===== src/drph_cfg.svh =====
// Offsets, field positions, reset values and timing counts of the handshake
`ifndef DRPH_CFG_SVH
`define DRPH_CFG_SVH

// ============================================================
// Register byte offsets
`define DRPH_CTRL_STAT_OFFSET     8'h00
`define DRPH_PIN_STAT_OFFSET      8'h04

// ============================================================
// Control/status field positions
`define DRPH_DBG_RST_REQ_BIT      26
`define DRPH_DBG_RST_ACK_BIT      27
`define DRPH_DBG_PWR_REQ_BIT      28
`define DRPH_DBG_PWR_ACK_BIT      29
`define DRPH_SYS_PWR_REQ_BIT      30
`define DRPH_SYS_PWR_ACK_BIT      31
`define DRPH_PIN_LEVEL_BIT        0
`define DRPH_NONDBG_RST_BIT       1
`define DRPH_DBG_DOM_RST_BIT      2

// ============================================================
// Reset values and timing
`define DRPH_REQ_RESET            3'h0
`define DRPH_CLK_PERIOD_PS        8000
`define DRPH_DBG_RST_PULSE_NS     64
`define DRPH_DBG_RST_PULSE_CYC \
    ((`DRPH_DBG_RST_PULSE_NS * 1000 + `DRPH_CLK_PERIOD_PS - 1) \
     / `DRPH_CLK_PERIOD_PS)

`endif


===== src/drph_pkg.sv =====
// Types shared by the debug reset and power handshake block
package drph_pkg;

    // ============================================================
    // Request and acknowledge bundles
    typedef struct packed {
        logic sys_pwr;
        logic dbg_pwr;
        logic dbg_rst;
    } drph_req_type;

    typedef drph_req_type drph_ack_type;

    // ============================================================
    // Debug domain reset sequencer
    typedef enum logic [0:0] {
        DRPH_RS_IDLE  = 1'b0,
        DRPH_RS_PULSE = 1'b1
    } drph_rst_state_type;

endpackage : drph_pkg


===== src/drph_top.sv =====
// Debug port reset and power handshake with its AHB-Lite register slave
//
// Notes on behaviour
// - Reset acknowledge status at bit 27
// - Writing one raises debug reset request
// - Debug reset leaves port registers untouched
// - Controller acknowledge shows as status one
// - Request registers live in always-on domain
// - Access port reset on debug power-up
// - Absent reset control: acknowledge reads zero
// - Reset pin low holds target, debug reachable
// - Pin low: reset all, release debug
`timescale 1ns/1ps
`include "drph_cfg.svh"

module drph_top
    import drph_pkg::*;
#(
    parameter bit RESET_CTRL_PRESENT = 1'b1,
    parameter bit REQ_RW_WHEN_ABSENT = 1'b0
)
(
    input  wire logic        hclk,
    input  wire logic        hresetn,
    input  wire logic        hsel,
    input  wire logic [31:0] haddr,
    input  wire logic [1:0]  htrans,
    input  wire logic        hwrite,
    input  wire logic [2:0]  hsize,
    input  wire logic [31:0] hwdata,
    input  wire logic        hready,
    output logic      [31:0] hrdata,
    output logic             hreadyout,
    output logic             hresp,
    output logic             debug_reset_request,
    output logic             debug_powerup_request,
    output logic             system_powerup_request,
    input  wire logic        debug_reset_acknowledge,
    input  wire logic        debug_powerup_acknowledge,
    input  wire logic        system_powerup_acknowledge,
    input  wire logic        system_reset_pin_n,
    output logic             nondebug_reset_n,
    output logic             debug_domain_reset_n
);

    // ============================================================
    // Acknowledge synchronisers
    localparam int SYNC_W = 3;
    logic [SYNC_W-1:0] ack_in;
    logic [SYNC_W-1:0] sync1_reg;
    logic [SYNC_W-1:0] sync2_reg;
    logic [SYNC_W-1:0] sync1_next;
    logic [SYNC_W-1:0] sync2_next;
    drph_ack_type      ack_sts;

    assign ack_in = {system_powerup_acknowledge, debug_powerup_acknowledge,
                     debug_reset_acknowledge};

    genvar gi;
    generate
        for (gi = 0; gi < SYNC_W; gi++)
        begin : g_sync
            always_comb
            begin
                sync1_next[gi] = ack_in[gi];
                sync2_next[gi] = sync1_reg[gi];
            end
        end
    endgenerate

    always_ff @(posedge hclk or negedge hresetn)
    begin
        if (!hresetn)
        begin
            sync1_reg <= '0;
            sync2_reg <= '0;
        end
        else
        begin
            sync1_reg <= sync1_next;
            sync2_reg <= sync2_next;
        end
    end

    always_comb
    begin
        ack_sts         = drph_ack_type'(sync2_reg);
        // Without reset control the acknowledge field reads zero
        ack_sts.dbg_rst = sync2_reg[0] & RESET_CTRL_PRESENT;
    end

    // ============================================================
    // AHB-Lite slave; zero wait states, always OKAY
    logic              wr_pend_reg;
    logic              wr_pend_next;
    logic [7:0]        wr_addr_reg;
    logic [7:0]        wr_addr_next;
    logic [31:0]       rdata_reg;
    logic [31:0]       rdata_next;
    drph_req_type      req_reg;
    drph_req_type      req_next;
    logic              addr_ok;

    assign addr_ok = hsel && hready && htrans[1];

    always_comb
    begin
        wr_pend_next = addr_ok && hwrite;
        wr_addr_next = haddr[7:0];
        rdata_next   = 32'h0000_0000;
        if (addr_ok && !hwrite)
        begin
            case (haddr[7:0])
                `DRPH_CTRL_STAT_OFFSET:
                begin
                    rdata_next[`DRPH_DBG_RST_REQ_BIT] = req_reg.dbg_rst;
                    rdata_next[`DRPH_DBG_RST_ACK_BIT] = ack_sts.dbg_rst;
                    rdata_next[`DRPH_DBG_PWR_REQ_BIT] = req_reg.dbg_pwr;
                    rdata_next[`DRPH_DBG_PWR_ACK_BIT] = ack_sts.dbg_pwr;
                    rdata_next[`DRPH_SYS_PWR_REQ_BIT] = req_reg.sys_pwr;
                    rdata_next[`DRPH_SYS_PWR_ACK_BIT] = ack_sts.sys_pwr;
                end
                `DRPH_PIN_STAT_OFFSET:
                begin
                    rdata_next[`DRPH_PIN_LEVEL_BIT]  = system_reset_pin_n;
                    rdata_next[`DRPH_NONDBG_RST_BIT] = nondebug_reset_n;
                    rdata_next[`DRPH_DBG_DOM_RST_BIT] = debug_domain_reset_n;
                end
                default:
                begin
                    rdata_next = 32'h0000_0000;
                end
            endcase
        end
    end

    // Request fields, reset only by the powerup reset hresetn
    always_comb
    begin
        req_next = req_reg;
        if (wr_pend_reg && wr_addr_reg == `DRPH_CTRL_STAT_OFFSET)
        begin
            req_next.dbg_rst = hwdata[`DRPH_DBG_RST_REQ_BIT]
                & (RESET_CTRL_PRESENT | REQ_RW_WHEN_ABSENT);
            req_next.dbg_pwr = hwdata[`DRPH_DBG_PWR_REQ_BIT];
            req_next.sys_pwr = hwdata[`DRPH_SYS_PWR_REQ_BIT];
        end
    end

    always_ff @(posedge hclk or negedge hresetn)
    begin
        if (!hresetn)
        begin
            wr_pend_reg <= 1'b0;
            wr_addr_reg <= 8'h00;
            rdata_reg   <= 32'h0000_0000;
            req_reg     <= drph_req_type'(`DRPH_REQ_RESET);
        end
        else
        begin
            wr_pend_reg <= wr_pend_next;
            wr_addr_reg <= wr_addr_next;
            rdata_reg   <= rdata_next;
            req_reg     <= req_next;
        end
    end

    always_comb
    begin
        hrdata                 = rdata_reg;
        hreadyout              = 1'b1;
        hresp                  = 1'b0;
        debug_reset_request    = req_reg.dbg_rst;
        debug_powerup_request  = req_reg.dbg_pwr;
        system_powerup_request = req_reg.sys_pwr;
    end

    // ============================================================
    // System reset pin and debug domain reset sequencer
    localparam logic [3:0] PULSE_LAST = 4'(`DRPH_DBG_RST_PULSE_CYC - 1);
    drph_rst_state_type rs_reg;
    drph_rst_state_type rs_next;
    logic [3:0]         cnt_reg;
    logic [3:0]         cnt_next;
    logic               pin_prev_reg;
    logic               pwr_prev_reg;
    logic               nondbg_reg;
    logic               dbg_dom_reg;
    logic               trigger;

    // Pin fall resets everything; debug power-up resets access ports
    assign trigger = (pin_prev_reg && !system_reset_pin_n)
                   || (ack_sts.dbg_pwr && !pwr_prev_reg);

    always_comb
    begin
        rs_next  = rs_reg;
        cnt_next = cnt_reg;
        case (rs_reg)
            DRPH_RS_IDLE:
            begin
                if (trigger)
                begin
                    rs_next  = DRPH_RS_PULSE;
                    cnt_next = PULSE_LAST;
                end
            end
            DRPH_RS_PULSE:
            begin
                if (trigger)
                begin
                    cnt_next = PULSE_LAST;
                end
                else if (cnt_reg == 4'h0)
                begin
                    rs_next = DRPH_RS_IDLE;
                end
                else
                begin
                    cnt_next = cnt_reg - 4'h1;
                end
            end
            default:
            begin
                rs_next  = DRPH_RS_IDLE;
                cnt_next = 4'h0;
            end
        endcase
    end

    always_ff @(posedge hclk or negedge hresetn)
    begin
        if (!hresetn)
        begin
            rs_reg       <= DRPH_RS_IDLE;
            cnt_reg      <= 4'h0;
            pin_prev_reg <= 1'b1;
            pwr_prev_reg <= 1'b0;
            nondbg_reg   <= 1'b0;
            dbg_dom_reg  <= 1'b0;
        end
        else
        begin
            rs_reg       <= rs_next;
            cnt_reg      <= cnt_next;
            pin_prev_reg <= system_reset_pin_n;
            pwr_prev_reg <= ack_sts.dbg_pwr;
            nondbg_reg   <= system_reset_pin_n;
            dbg_dom_reg  <= (rs_next != DRPH_RS_PULSE);
        end
    end

    assign nondebug_reset_n     = nondbg_reg;
    assign debug_domain_reset_n = dbg_dom_reg;
endmodule : drph_top


===== config.mk =====
export PLATFORM = sky130hd
export DESIGN_NAME = drph_top
export DESIGN_NICKNAME = d
export VERILOG_FILES = /design/src/drph_pkg.sv /design/src/drph_top.sv
export VERILOG_INCLUDE_DIRS = /design/src /design/src/src
export SDC_FILE = /design/constraint.sdc
export NUM_CORES = 1
export LEC_CHECK = 0
export BUFFER_PORTS_ARGS = -buffer_cell sky130_fd_sc_hd__buf_2
export CORE_ASPECT_RATIO = 1.75
export CORE_MARGIN = 1.5
export CORE_UTILIZATION = 38
export DETAILED_ROUTE_END_ITERATION = 16
export GPL_TIMING_DRIVEN = 0
export PLACE_DENSITY = 0.77
export SLEW_MARGIN = 10
export SYNTH_ARGS = -nofsm -noshare
export SYNTH_HDL_FRONTEND = slang
export SYNTH_SLANG_ARGS = --single-unit

===== constraint.sdc =====
create_clock -name hclk -period 1.8 [get_ports hclk]
set_clock_uncertainty 0.05 [all_clocks]
set_input_delay 0.09 -clock hclk [delete_from_list [all_inputs] [get_ports hclk]]
set_output_delay 0.09 -clock hclk [all_outputs]
set_load 0.1 [all_outputs]

=== After elaboration in Yosys (flattened, before gate mapping) ===
Cells that the tools add are included.

* Register bits: 59
* Bits of input ports: 78
* Output and inout bits: 39
* Word-level logic and storage cells: 46

* Add/sub/neg operators: 1
* Equal/unequal tests: 3
* Muxes and demuxes: 11
* Bitwise operators: 2
* Reductions and logical operators: 15

{| class="wikitable"
|+ Operator list
! cell !! count
|-
| 2-to-1 mux 32 bit || 1
|-
| logical NOT 8 bit || 2
|-
| 2-to-1 mux 4 bit || 3
|-
| == test 8 x 3 -> 1 bit (second input constant) || 1
|-
| one-hot mux 4 bit (2 select lines) || 1
|-
| logical AND 1 bit || 7
|-
| 2-to-1 mux 6 bit || 1
|-
| logical NOT 4 bit || 1
|-
| subtractor 4 x 1 -> 4 bit (second input constant) || 1
|-
| logical NOT 1 bit || 3
|-
| 2-to-1 mux 1 bit || 3
|-
| 2-to-1 mux 3 bit || 1
|-
| != test 3 bit (second input constant) || 1
|-
| != test 2 bit (second input constant) || 1
|-
| NOT 1 bit || 2
|-
| one-hot mux 1 bit (2 select lines) || 1
|-
| AND reduction 2 bit || 1
|-
| logical OR 1 bit || 1
|}

=== Depth between registers and ports, before layout ===
Gate-level depths: netlist of run 1.

* Depth after elaboration: 6
* Mapped depth: 5
* Depth with buffers taken out: 5

=== Least setup slack after synthesis of run 1 ===
No wires, ideal clock.

* Path kind: flip-flop to flip-flop
* Start point: register debug_powerup_request (netlist name)
* End point: register req_reg, in the netlist debug_powerup_request
* Library setup time: 0.126 ns
* Arrival time: 1.141 ns
* Data required time: 1.624 ns
* Setup slack: 0.483 ns
* Cell stages (with the launch flop): 2
* Buffers on the path: 0
* Period minus slack after synthesis: 1.317 ns
* Cell sequence: dfrtp_1 mux2_2

{| class="wikitable"
|+ RTL lines
! what !! line !! text
|-
| to (signal assigned) || drph_top.sv:157 || <nowiki>req_reg <= drph_req_type'(`DRPH_REQ_RESET);</nowiki>
|-
| to (signal assigned) || drph_top.sv:164 || <nowiki>req_reg <= req_next;</nowiki>
|-
| to (decl) || drph_top.sv:100 || <nowiki>drph_req_type req_reg;</nowiki>
|}

=== Worst setup path in the final report of run 1 ===
* Start point: register wr_addr_reg[2]
* End point: register req_reg, in the netlist system_powerup_request

* Cells in the longest elaborated chain, start to end: 2

{| class="wikitable"
|+ RTL lines
! what !! line !! text
|-
| from (decl) || drph_top.sv:96 || <nowiki>logic [7:0] wr_addr_reg;</nowiki>
|-
| from (signal assigned) || drph_top.sv:162 || <nowiki>wr_addr_reg <= wr_addr_next;</nowiki>
|-
| logical NOT 8 bit (no source line) || n/a ||
|-
| logical AND 1 bit (no source line) || n/a ||
|}

No other way between the ends.
A chain may end at the register's enable or synchronous reset.

==> implementation parameters, run 1 <==
Parameter                              Value

Run status
  Run status    finished, final reports clean

Clocking
  Clock sinks    36
  Clock tree from TritonCTS    built
  Cell at the root of the clock tree    clkbuf_8
  Total number of H-tree levels    2
  Max Root-Sink Buffers    2
  TritonCTS Buffers    5
  Clock latency on the worst-skew pair    ~280 ps
  Clock-pin slew on the worst setup and hold paths    ~60 ps
  Number of buffers added for setup after CTS    0

Yosys
  Synthesis warning total    0
  Cells after synthesis    between 100 and 150
  Post-synthesis cell area    between 0.001 and 0.0015 mm^2
  Yosys reg bits    36
  Post-synthesis average cell area    12.7 um^2
  Distinct cell type count of the synthesized netlist    26
  Share of synthesized area occupied by flip-flops and latches    0.642

Timing
  Number of max-slew violations in the final report    0
  Remaining max-slew budget at the tightest pin    0.510
  Highest clock rate    approximately 680 MHz
  Final total negative setup slack    0 ps
  Hold Fails Final Rpt    0
  Time the worst path needs with I/O delays and setup    ~1500 ps
  Slew of the pin with the lowest slew margin    about 740 ps
  Final setup violation count    0
  Final clock period utilization by the worst path    0.823
  Setup repair after global routing missed its margin    false

GRT
  Total grt overflow    0
  First-pass GRT wire length    ~4000 um
  Pin count of the biggest net entering global routing    37
  Via count of the first global-routing pass    roughly 920
  Number of antenna violations at the first check in global routing    0
  Total track usage    0.131

Pwr
  Switching Share    0.330
  Power per standard cell area    approximately 960 mW/mm^2
  Switching Power    0.000629 W
  Pleak    ~1.1 nW
  Proportion of power drawn by the clock network    0.300
  Relative contribution of combinational cells to total power    0.238
  Register share of total power    0.461
  Peak supply drop    540 uV
  Post-layout total power    between 0.0015 and 0.002 W
  Cell internal pwr    between 0.001 and 0.0015 W

Final layout
  Antenna cells    0
  Filler cell count    303
  Layout cells sized above 1    0.363
  Layout Nets    272
  Signed area change from the synthesized netlist to the final layout    41.1%
  Number of flip-flops in the largest register    9
  Final Util    0.552

Place
  GPL Wtd Cong    between 0.6 and 0.7
  Port-buffer cells    34
  DP HPWL    1710 um

Worst setup path
  End point of the critical path    system_powerup_request$_DFFE_PN0P_
  Startpoint of the most critical setup path    wr_addr_reg[2]$_DFF_PN0_
  Endpoint class of the critical path    flop
  Flop2flop setup slack    between 300 and 400 ps
  Startpoint of the worst-slack reg-to-reg timing path    wr_addr_reg[2]$_DFF_PN0_
  Worst EP required    ~1900 ps
  Crit path max fanout    3
  Worst endpoint data arrival time    between 1500 and 2000 ps
  Worst setup path class    flop to flop
  Worst flop-to-flop path endpoint    system_powerup_request$_DFFE_PN0P_
  Worst R2R Path Depth    3
  Type of element launching the critical path    flop

Worst hold path
  Type of the tightest min-delay check    input pin to flop
  Start point of the worst min-delay path    hready
  Worst hold path depth    3

Route
  DR iter-0 viols    11
  Routed wire length    2470 um
  Final routed DRC violation total    0
  Vias after detailed routing    971
  First-pass DRT Iterations    4
  Final routed wire length divided by cell count    roughly 10 um
  Post-detailed-route count of antenna-violating nets    0
  Detail-routed via count per cell    ~4.1

Die
  Full die area    a little over 0.004 mm^2
  I/O pin cnt    117
  Height of the die    about 83 um
  Horizontal die dimension    between 40 and 50 um
  CORE AREA    about 0.0036 mm^2
  Row cnt    29
  Effective utilization at floorplan    0.391

Flow run
  Max Cap Viol    0
## metal layers
| metal | GRT usage | up-vias | routed length [um] |
|---|---|---|---|
| li1 | - | 475 | - |
| met1 | 0.120 | 441 | 851 |
| met2 | 0.249 | 50 | 1360 |
| met3 | 0.0324 | 5 | 194 |
| met4 | 0.0779 | 0 | 57 |
| met5 | 0 | - | 0 |
## cells in the final DEF (no fill, tap or decap), drive strengths merged, types with 3 or more instances in the layout
cell type     n
and2          8
buf          59
clkbuf        7
conb         25
dfrtp        35
dlygate4sd3  17
inv           7
mux2          3
nor2          3
nor3          3
nor4          3
o21ai         4
## power by group through the flow
stage          logic [W]  registers [W]  clock network [W]
6_report        0.000455       0.000880           0.000572
3_5_place_dp    0.000425       0.000894                  0
5_1_grt         0.000477       0.000885           0.000633
4_1_cts         0.000454       0.000879           0.000588
2_1_floorplan   0.000325       0.000930                  0
3_3_place_gp    0.000420       0.000893                  0
## synth_stat cells
master	number	area share
nand4_1	1	0.0045
nand2b_1	1	0.0045
nor4b_1	1	0.0062
nor3_1	3	0.011
o21ai_0	4	0.014
buf_4	25	0.13
mux2_2	3	0.024
conb_1	2	0.0053
nor2_1	3	0.0080
nand3b_1	1	0.0053
inv_1	7	0.019
nand4b_1	1	0.0062
dfstp_2	1	0.019
nor4_1	3	0.013
nor3b_1	1	0.0053
o211ai_1	1	0.0053
and3_1	2	0.0089
a21boi_0	1	0.0053
dfrtp_1	35	0.62
and2_1	8	0.036
nand2_1	1	0.0027
o21a_1	1	0.0053
a31oi_1	1	0.0045
and4b_1	1	0.0071
a22oi_1	1	0.0053
ha_1	2	0.018
## per-stage QoR
step           cell area, um^2  hold slack, ps  instances  worst slack [ps]
6_report                  1980             190        239               319
3_3_place_gp              1720             143        214               360
2_1_floorplan             1490            -256        134               483
3_5_place_dp              1720             144        214               316
4_1_cts                   1980             184        239               304
5_1_grt                   1980             219        239               151
## final cells by class
class,count,area (um^2),share of cell area
clock inverters,1,7.51,0.00379
multi-input cells,66,375,0.189
well taps,46,57.6,0.0290
flip-flops and latches,36,902,0.455
inverters,7,26.3,0.0132
clock buffers,7,86.3,0.0435
plain buffers,25,188,0.0946
repair buffers,51,340,0.172
## how the worst min path moves through the flow
stage / end / slack [ps]
floorplan: ack_sts[0]$_DFF_PN0_ / -260
global placement: hrdata[26]$_DFF_PN0_ / 140
detailed placement: hrdata[26]$_DFF_PN0_ / 140
CTS: wr_pend_reg$_DFF_PN0_ / 180
global route: wr_pend_reg$_DFF_PN0_ / 220
finish: wr_pend_reg$_DFF_PN0_ / 190
## critical path: stages, from the launching register on
cell and delay [ps]:
dfrtp_1 360, nor4_1 310, nand4b_1 290, mux2_2 360
## cells by family (layout without fill, tap and decap cells)
| family | after synthesis | in the layout | synth area share |
|---|---|---|---|
| adder cells (fa/ha/maj) | 2 | 2 | 0.0178 |
| buffers and inverters | 32 | 91 | 0.152 |
| AO/OA/AOI/OAI | 9 | 9 | 0.0401 |
| multiplexers | 3 | 3 | 0.0240 |
| other | 2 | 25 | 0.00534 |
| AND/OR/NAND/NOR | 27 | 27 | 0.118 |
| flip-flops | 36 | 36 | 0.642 |
## what timing repair did
action,in CTS,in global routing
gates resized for setup,0,0
hold buffers,17,0
hold endpoints to repair,52,0
Note: power is estimated with default switching activity, not from simulation.
==> inputs of run 2 (changes only) <==
Settings changed: ABC_AREA from default to 1, CORE_UTILIZATION 38 to 39, PLACE_DENSITY 0.77 to 0.78.
Clock period 1.8 ns to 1.5 ns, I/O delays scaled along.
==> run 2 against run 1 <==
  * Largest power group unchanged
  * Sequential share of layout area decreased by 2.1 points
  * Wire length up 8.4%
  * Count of clock-buffer cells in the layout unchanged
  * Register-to-register slack got worse by 70 ps
  * Largest cell class unchanged
  * Global-route usage increased by 1.6 points
==> implementation parameters, run 2 <==
Parameter                              Value

Final layout
  Leading cell types in the layout, fill and taps excluded    35 x dfrtp_1, 34 x buf_2 (was 35 x dfrtp_1, 34 x buf_2, 25 x buf_4, 25 x conb_1, 17 x dlygate4sd3_1)
  Final standard cell count with taps included and fillers excluded    272 (was 239)
  Signed area change from the synthesized netlist to the final layout    41.5% (was 41.1%)
  Layout cells sized above 1    0.332 (was 0.363)
  Layout Nets    305 (was 272)
  Antenna cells    0 (unchanged)
  Leading cell type in the layout, fill and taps excluded    dfrtp_1 (unchanged)
  Final design area excluding fillers    0.00208 mm^2 (was 0.00198 mm^2)
  Final Util    0.573 (was 0.552)
  Number of flip-flops in the largest register    9 (unchanged)

Route
  Detail-routed via count per cell    4.03 (was 4.06)
  Post-detailed-route count of antenna-violating nets    0 (unchanged)
  First-pass DRT Iterations    3 (was 4)
  Final routed wire length divided by cell count    9.83 um (was 10.3 um)
  Vias after detailed routing    1,096 (was 971)
  Routed wire length    2670 um (was 2470 um)
  Final routed DRC violation total    0 (unchanged)
  DR iter-0 viols    29 (was 11)

Worst hold path
  Type of the tightest min-delay check    input pin to flop (unchanged)
  Start point of the worst min-delay path    hready (unchanged)
  Sink of the worst hold path    wr_pend_reg$_DFF_PN0_ (unchanged)
  Worst hold path depth    3 (unchanged)

Place
  DP HPWL    1920 um (was 1710 um)
  Port-buffer cells    34 (unchanged)
  Cell total after placement    247 (was 214)
  Setup Slack @ Placement    243 ps (was 316 ps)
  Total placed instance area    0.00178 mm^2 (was 0.00172 mm^2)
  GPL Wtd Cong    0.644 (was 0.684)

Worst setup path
  Startpoint of the worst-slack reg-to-reg timing path    cnt_reg[0]$_DFFE_PN0P_ (was wr_addr_reg[2]$_DFF_PN0_)
  Crit path max fanout    5 (was 3)
  Worst flop-to-flop path endpoint    cnt_reg[2]$_DFFE_PN0P_ (was system_powerup_request$_DFFE_PN0P_)
  Maximum cell stage delay along the critical path    370 ps (was 360 ps)
  Worst setup path class    flop to flop (unchanged)
  Buf/Inv on CP    2 (was 0)
  Worst path top cell family by delay    flip-flops (was simple AND/OR/NAND/NOR gates)
  Slowest cell on crit path    dfrtp_1 (unchanged)
  Worst R2R Path Depth    8 (was 3)
  Worst endpoint data arrival time    1380 ps (was 1600 ps)
  Critical path cell sequence    inv_1, ha_1, nand2_2, nand2_4, nand2_4, inv_2, nand2_1, nand2_1 (was nor4_1, nand4b_1, mux2_2)
  Endpoint class of the critical path    flop (unchanged)
  Worst EP required    1620 ps (was 1920 ps)
  Type of element launching the critical path    flop (unchanged)
  Flop2flop setup slack    250 ps (was 320 ps)

Yosys
  Share of synthesized area occupied by flip-flops and latches    0.614 (was 0.642)
  Synthesis warning total    0 (unchanged)
  Async set-reset flop share out of synthesis    1.00 (unchanged)
  Post-synthesis average cell area    10.2 um^2 (was 12.7 um^2)
  Largest area contributor in the netlist    dfrtp_1 (unchanged)
  Most frequent cell after synthesis    dfrtp_1 (unchanged)
  Post-synthesis cell area    0.00147 mm^2 (was 0.00141 mm^2)
  Post-synth EDFFs    0 (unchanged)
  Synth top area share    0.596 (was 0.623)
  Predominant post-synthesis flop cell    dfrtp_1 (unchanged)
  Yosys reg bits    36 (unchanged)
  Cells after synthesis    144 (was 111)
  Top cell types by occurrence after synthesis    35 x dfrtp_1, 25 x buf_4, 25 x nand2_1, 25 x nor2_1, 8 x inv_1 (was 35 x dfrtp_1, 25 x buf_4, 8 x and2_1, 7 x inv_1, 4 x o21ai_0)
  Ranking of synthesized cells by area    dfrtp_1 60%, buf_4 13%, nand2_1 6.4% (was dfrtp_1 62%, buf_4 13%, and2_1 3.6%)
  Distinct cell type count of the synthesized netlist    21 (was 26)

GRT
  Pin count of the biggest net entering global routing    37 (unchanged)
  Via count of the first global-routing pass    1,109 (was 915)
  Met1 track utilization from global routing    0.137 (was 0.120)
  Total track usage    0.147 (was 0.131)
  Global routing usage on met3    0.0356 (was 0.0324)
  Global-route met2 utilization    0.280 (was 0.249)
  Number of antenna violations at the first check in global routing    0 (unchanged)
  Most utilized layer in the global route result    met2 (unchanged)
  First-pass GRT wire length    4620 um (was 4020 um)
  Total grt overflow    0 (unchanged)

Timing
  Final clock period utilization by the worst path    0.836 (was 0.823)
  Setup repair after global routing missed its margin    false (unchanged)
  Number of max-slew violations in the final report    0 (unchanged)
  Final setup violation count    0 (unchanged)
  Remaining max-slew budget at the tightest pin    0.492 (was 0.510)
  Time the worst path needs with I/O delays and setup    1250 ps (was 1480 ps)
  Hold Fails Final Rpt    0 (unchanged)
  Setup WS post-layout    246 ps (was 319 ps)
  Slew of the pin with the lowest slew margin    761 ps (was 735 ps)
  Highest clock rate    798 MHz (was 675 MHz)
  Final total negative setup slack    0 ps (unchanged)

Clocking
  TritonCTS Buffers    5 (unchanged)
  Clock-pin slew on the worst setup and hold paths    70 ps (was 60 ps)
  Clock tree from TritonCTS    built (unchanged)
  Post-cts hold buffer count    17 (unchanged)
  Clock latency on the worst-skew pair    280 ps (about the same)
  Clock sinks    36 (unchanged)
  Max Root-Sink Buffers    2 (unchanged)
  Total number of H-tree levels    2 (unchanged)
  Cell at the root of the clock tree    clkbuf_8 (unchanged)
  PostCTS Resize Cnt    0 (unchanged)
  Number of buffers added for setup after CTS    0 (unchanged)

Die
  Horizontal die dimension    49.4 um (was 49.0 um)
  CORE AREA    0.00363 mm^2 (was 0.00359 mm^2)
  Row cnt    29 (unchanged)
  Height of the die    84.2 um (was 83.4 um)
  I/O pin cnt    117 (unchanged)
  Full die area    0.00416 mm^2 (was 0.00409 mm^2)
  Effective utilization at floorplan    0.405 (was 0.391)

Flow run
  Max Cap Viol    0 (unchanged)

Pwr
  Power per standard cell area    1240 mW/mm^2 (was 961 mW/mm^2)
  Pleak    1.10 nW (was 1.06 nW)
  Peak supply drop    791 uV (was 540 uV)

Run status
  Run status    finished, final reports clean (unchanged)
-- run 2: cell count changes in the layout (fill, tap and decap cells not counted), moves of 2 or more --
cell | before | now
nor4_1 | 3 | 0
inv_2 | 0 | 2
nand3_1 | 0 | 4
mux2_2 | 3 | 0
nand2_4 | 0 | 2
nor2_1 | 3 | 25
nand2_1 | 1 | 25
and2_1 | 8 | 0
-- run 2: cell families (layout without fill, tap and decap cells) --
group | after synthesis | count (layout) | synth area share
DFF | 36 | 36 | 0.614
adders and majority gates | 2 | 2 | 0.0170
buffers and inverters | 35 | 94 | 0.153
other | 2 | 25 | 0.00511
and+or+nand+nor | 62 | 62 | 0.184
AOI/OAI and AO/OA | 7 | 7 | 0.0272
-- run 2: worst reg2reg max path: stages (launching register included) --
cell	delay, ps
dfrtp_1	370
inv_1	90
ha_1	220
nand2_2	110
nand2_4	80
nand2_4	80
inv_2	40
nand2_1	50
nand2_1	50
-- run 2: layout make-up --
type                    count  area (um^2)
clock inverters             1         30.0
fillers                   325         1550
multi-input cells          96          429
clock buffers               7         96.3
repair buffers             51          340
well taps                  46         57.6
inverters                  10         37.5
plain buffers              25          188
flip-flops and latches     36          902
-- run 2: per-stage QoR --
stage | power [W] | hold slack, ps
floorplan | 0.00156 | -271
global placement | 0.00164 | 129
detailed placement | 0.00165 | 138
CTS | 0.00260 | 83.4
global route | 0.00268 | 103
finish | 0.00258 | 83.5
-- run 2: where the power goes --
part	switching (W)	internal, W	leakage (nW)	total, W
registers	0.0000350	0.00103	0.430	0.00107
clock network	0.000328	0.000586	0.0645	0.000913
logic	0.000446	0.000150	0.606	0.000596
total	0.000808	0.00177	1.10	0.00258
-- run 2: how the worst max path moves through the flow --
stage,start,to,cells after the start
2_1_floorplan,debug_powerup_request$_DFFE_PN0P_,debug_powerup_request$_DFFE_PN0P_,2
3_3_place_gp,cnt_reg[0]$_DFFE_PN0P_,cnt_reg[0]$_DFFE_PN0P_,7
3_5_place_dp,cnt_reg[0]$_DFFE_PN0P_,cnt_reg[0]$_DFFE_PN0P_,7
4_1_cts,cnt_reg[0]$_DFFE_PN0P_,cnt_reg[2]$_DFFE_PN0P_,8
5_1_grt,cnt_reg[0]$_DFFE_PN0P_,cnt_reg[2]$_DFFE_PN0P_,8
6_report,cnt_reg[0]$_DFFE_PN0P_,cnt_reg[2]$_DFFE_PN0P_,8
-- run 2: metal layers --
layer | wire, um | up-vias
met3 | 197 | 6
met4 | 74 | 0
met5 | 0 | -
li1 | - | 553
met1 | 892 | 492
met2 | 1510 | 45
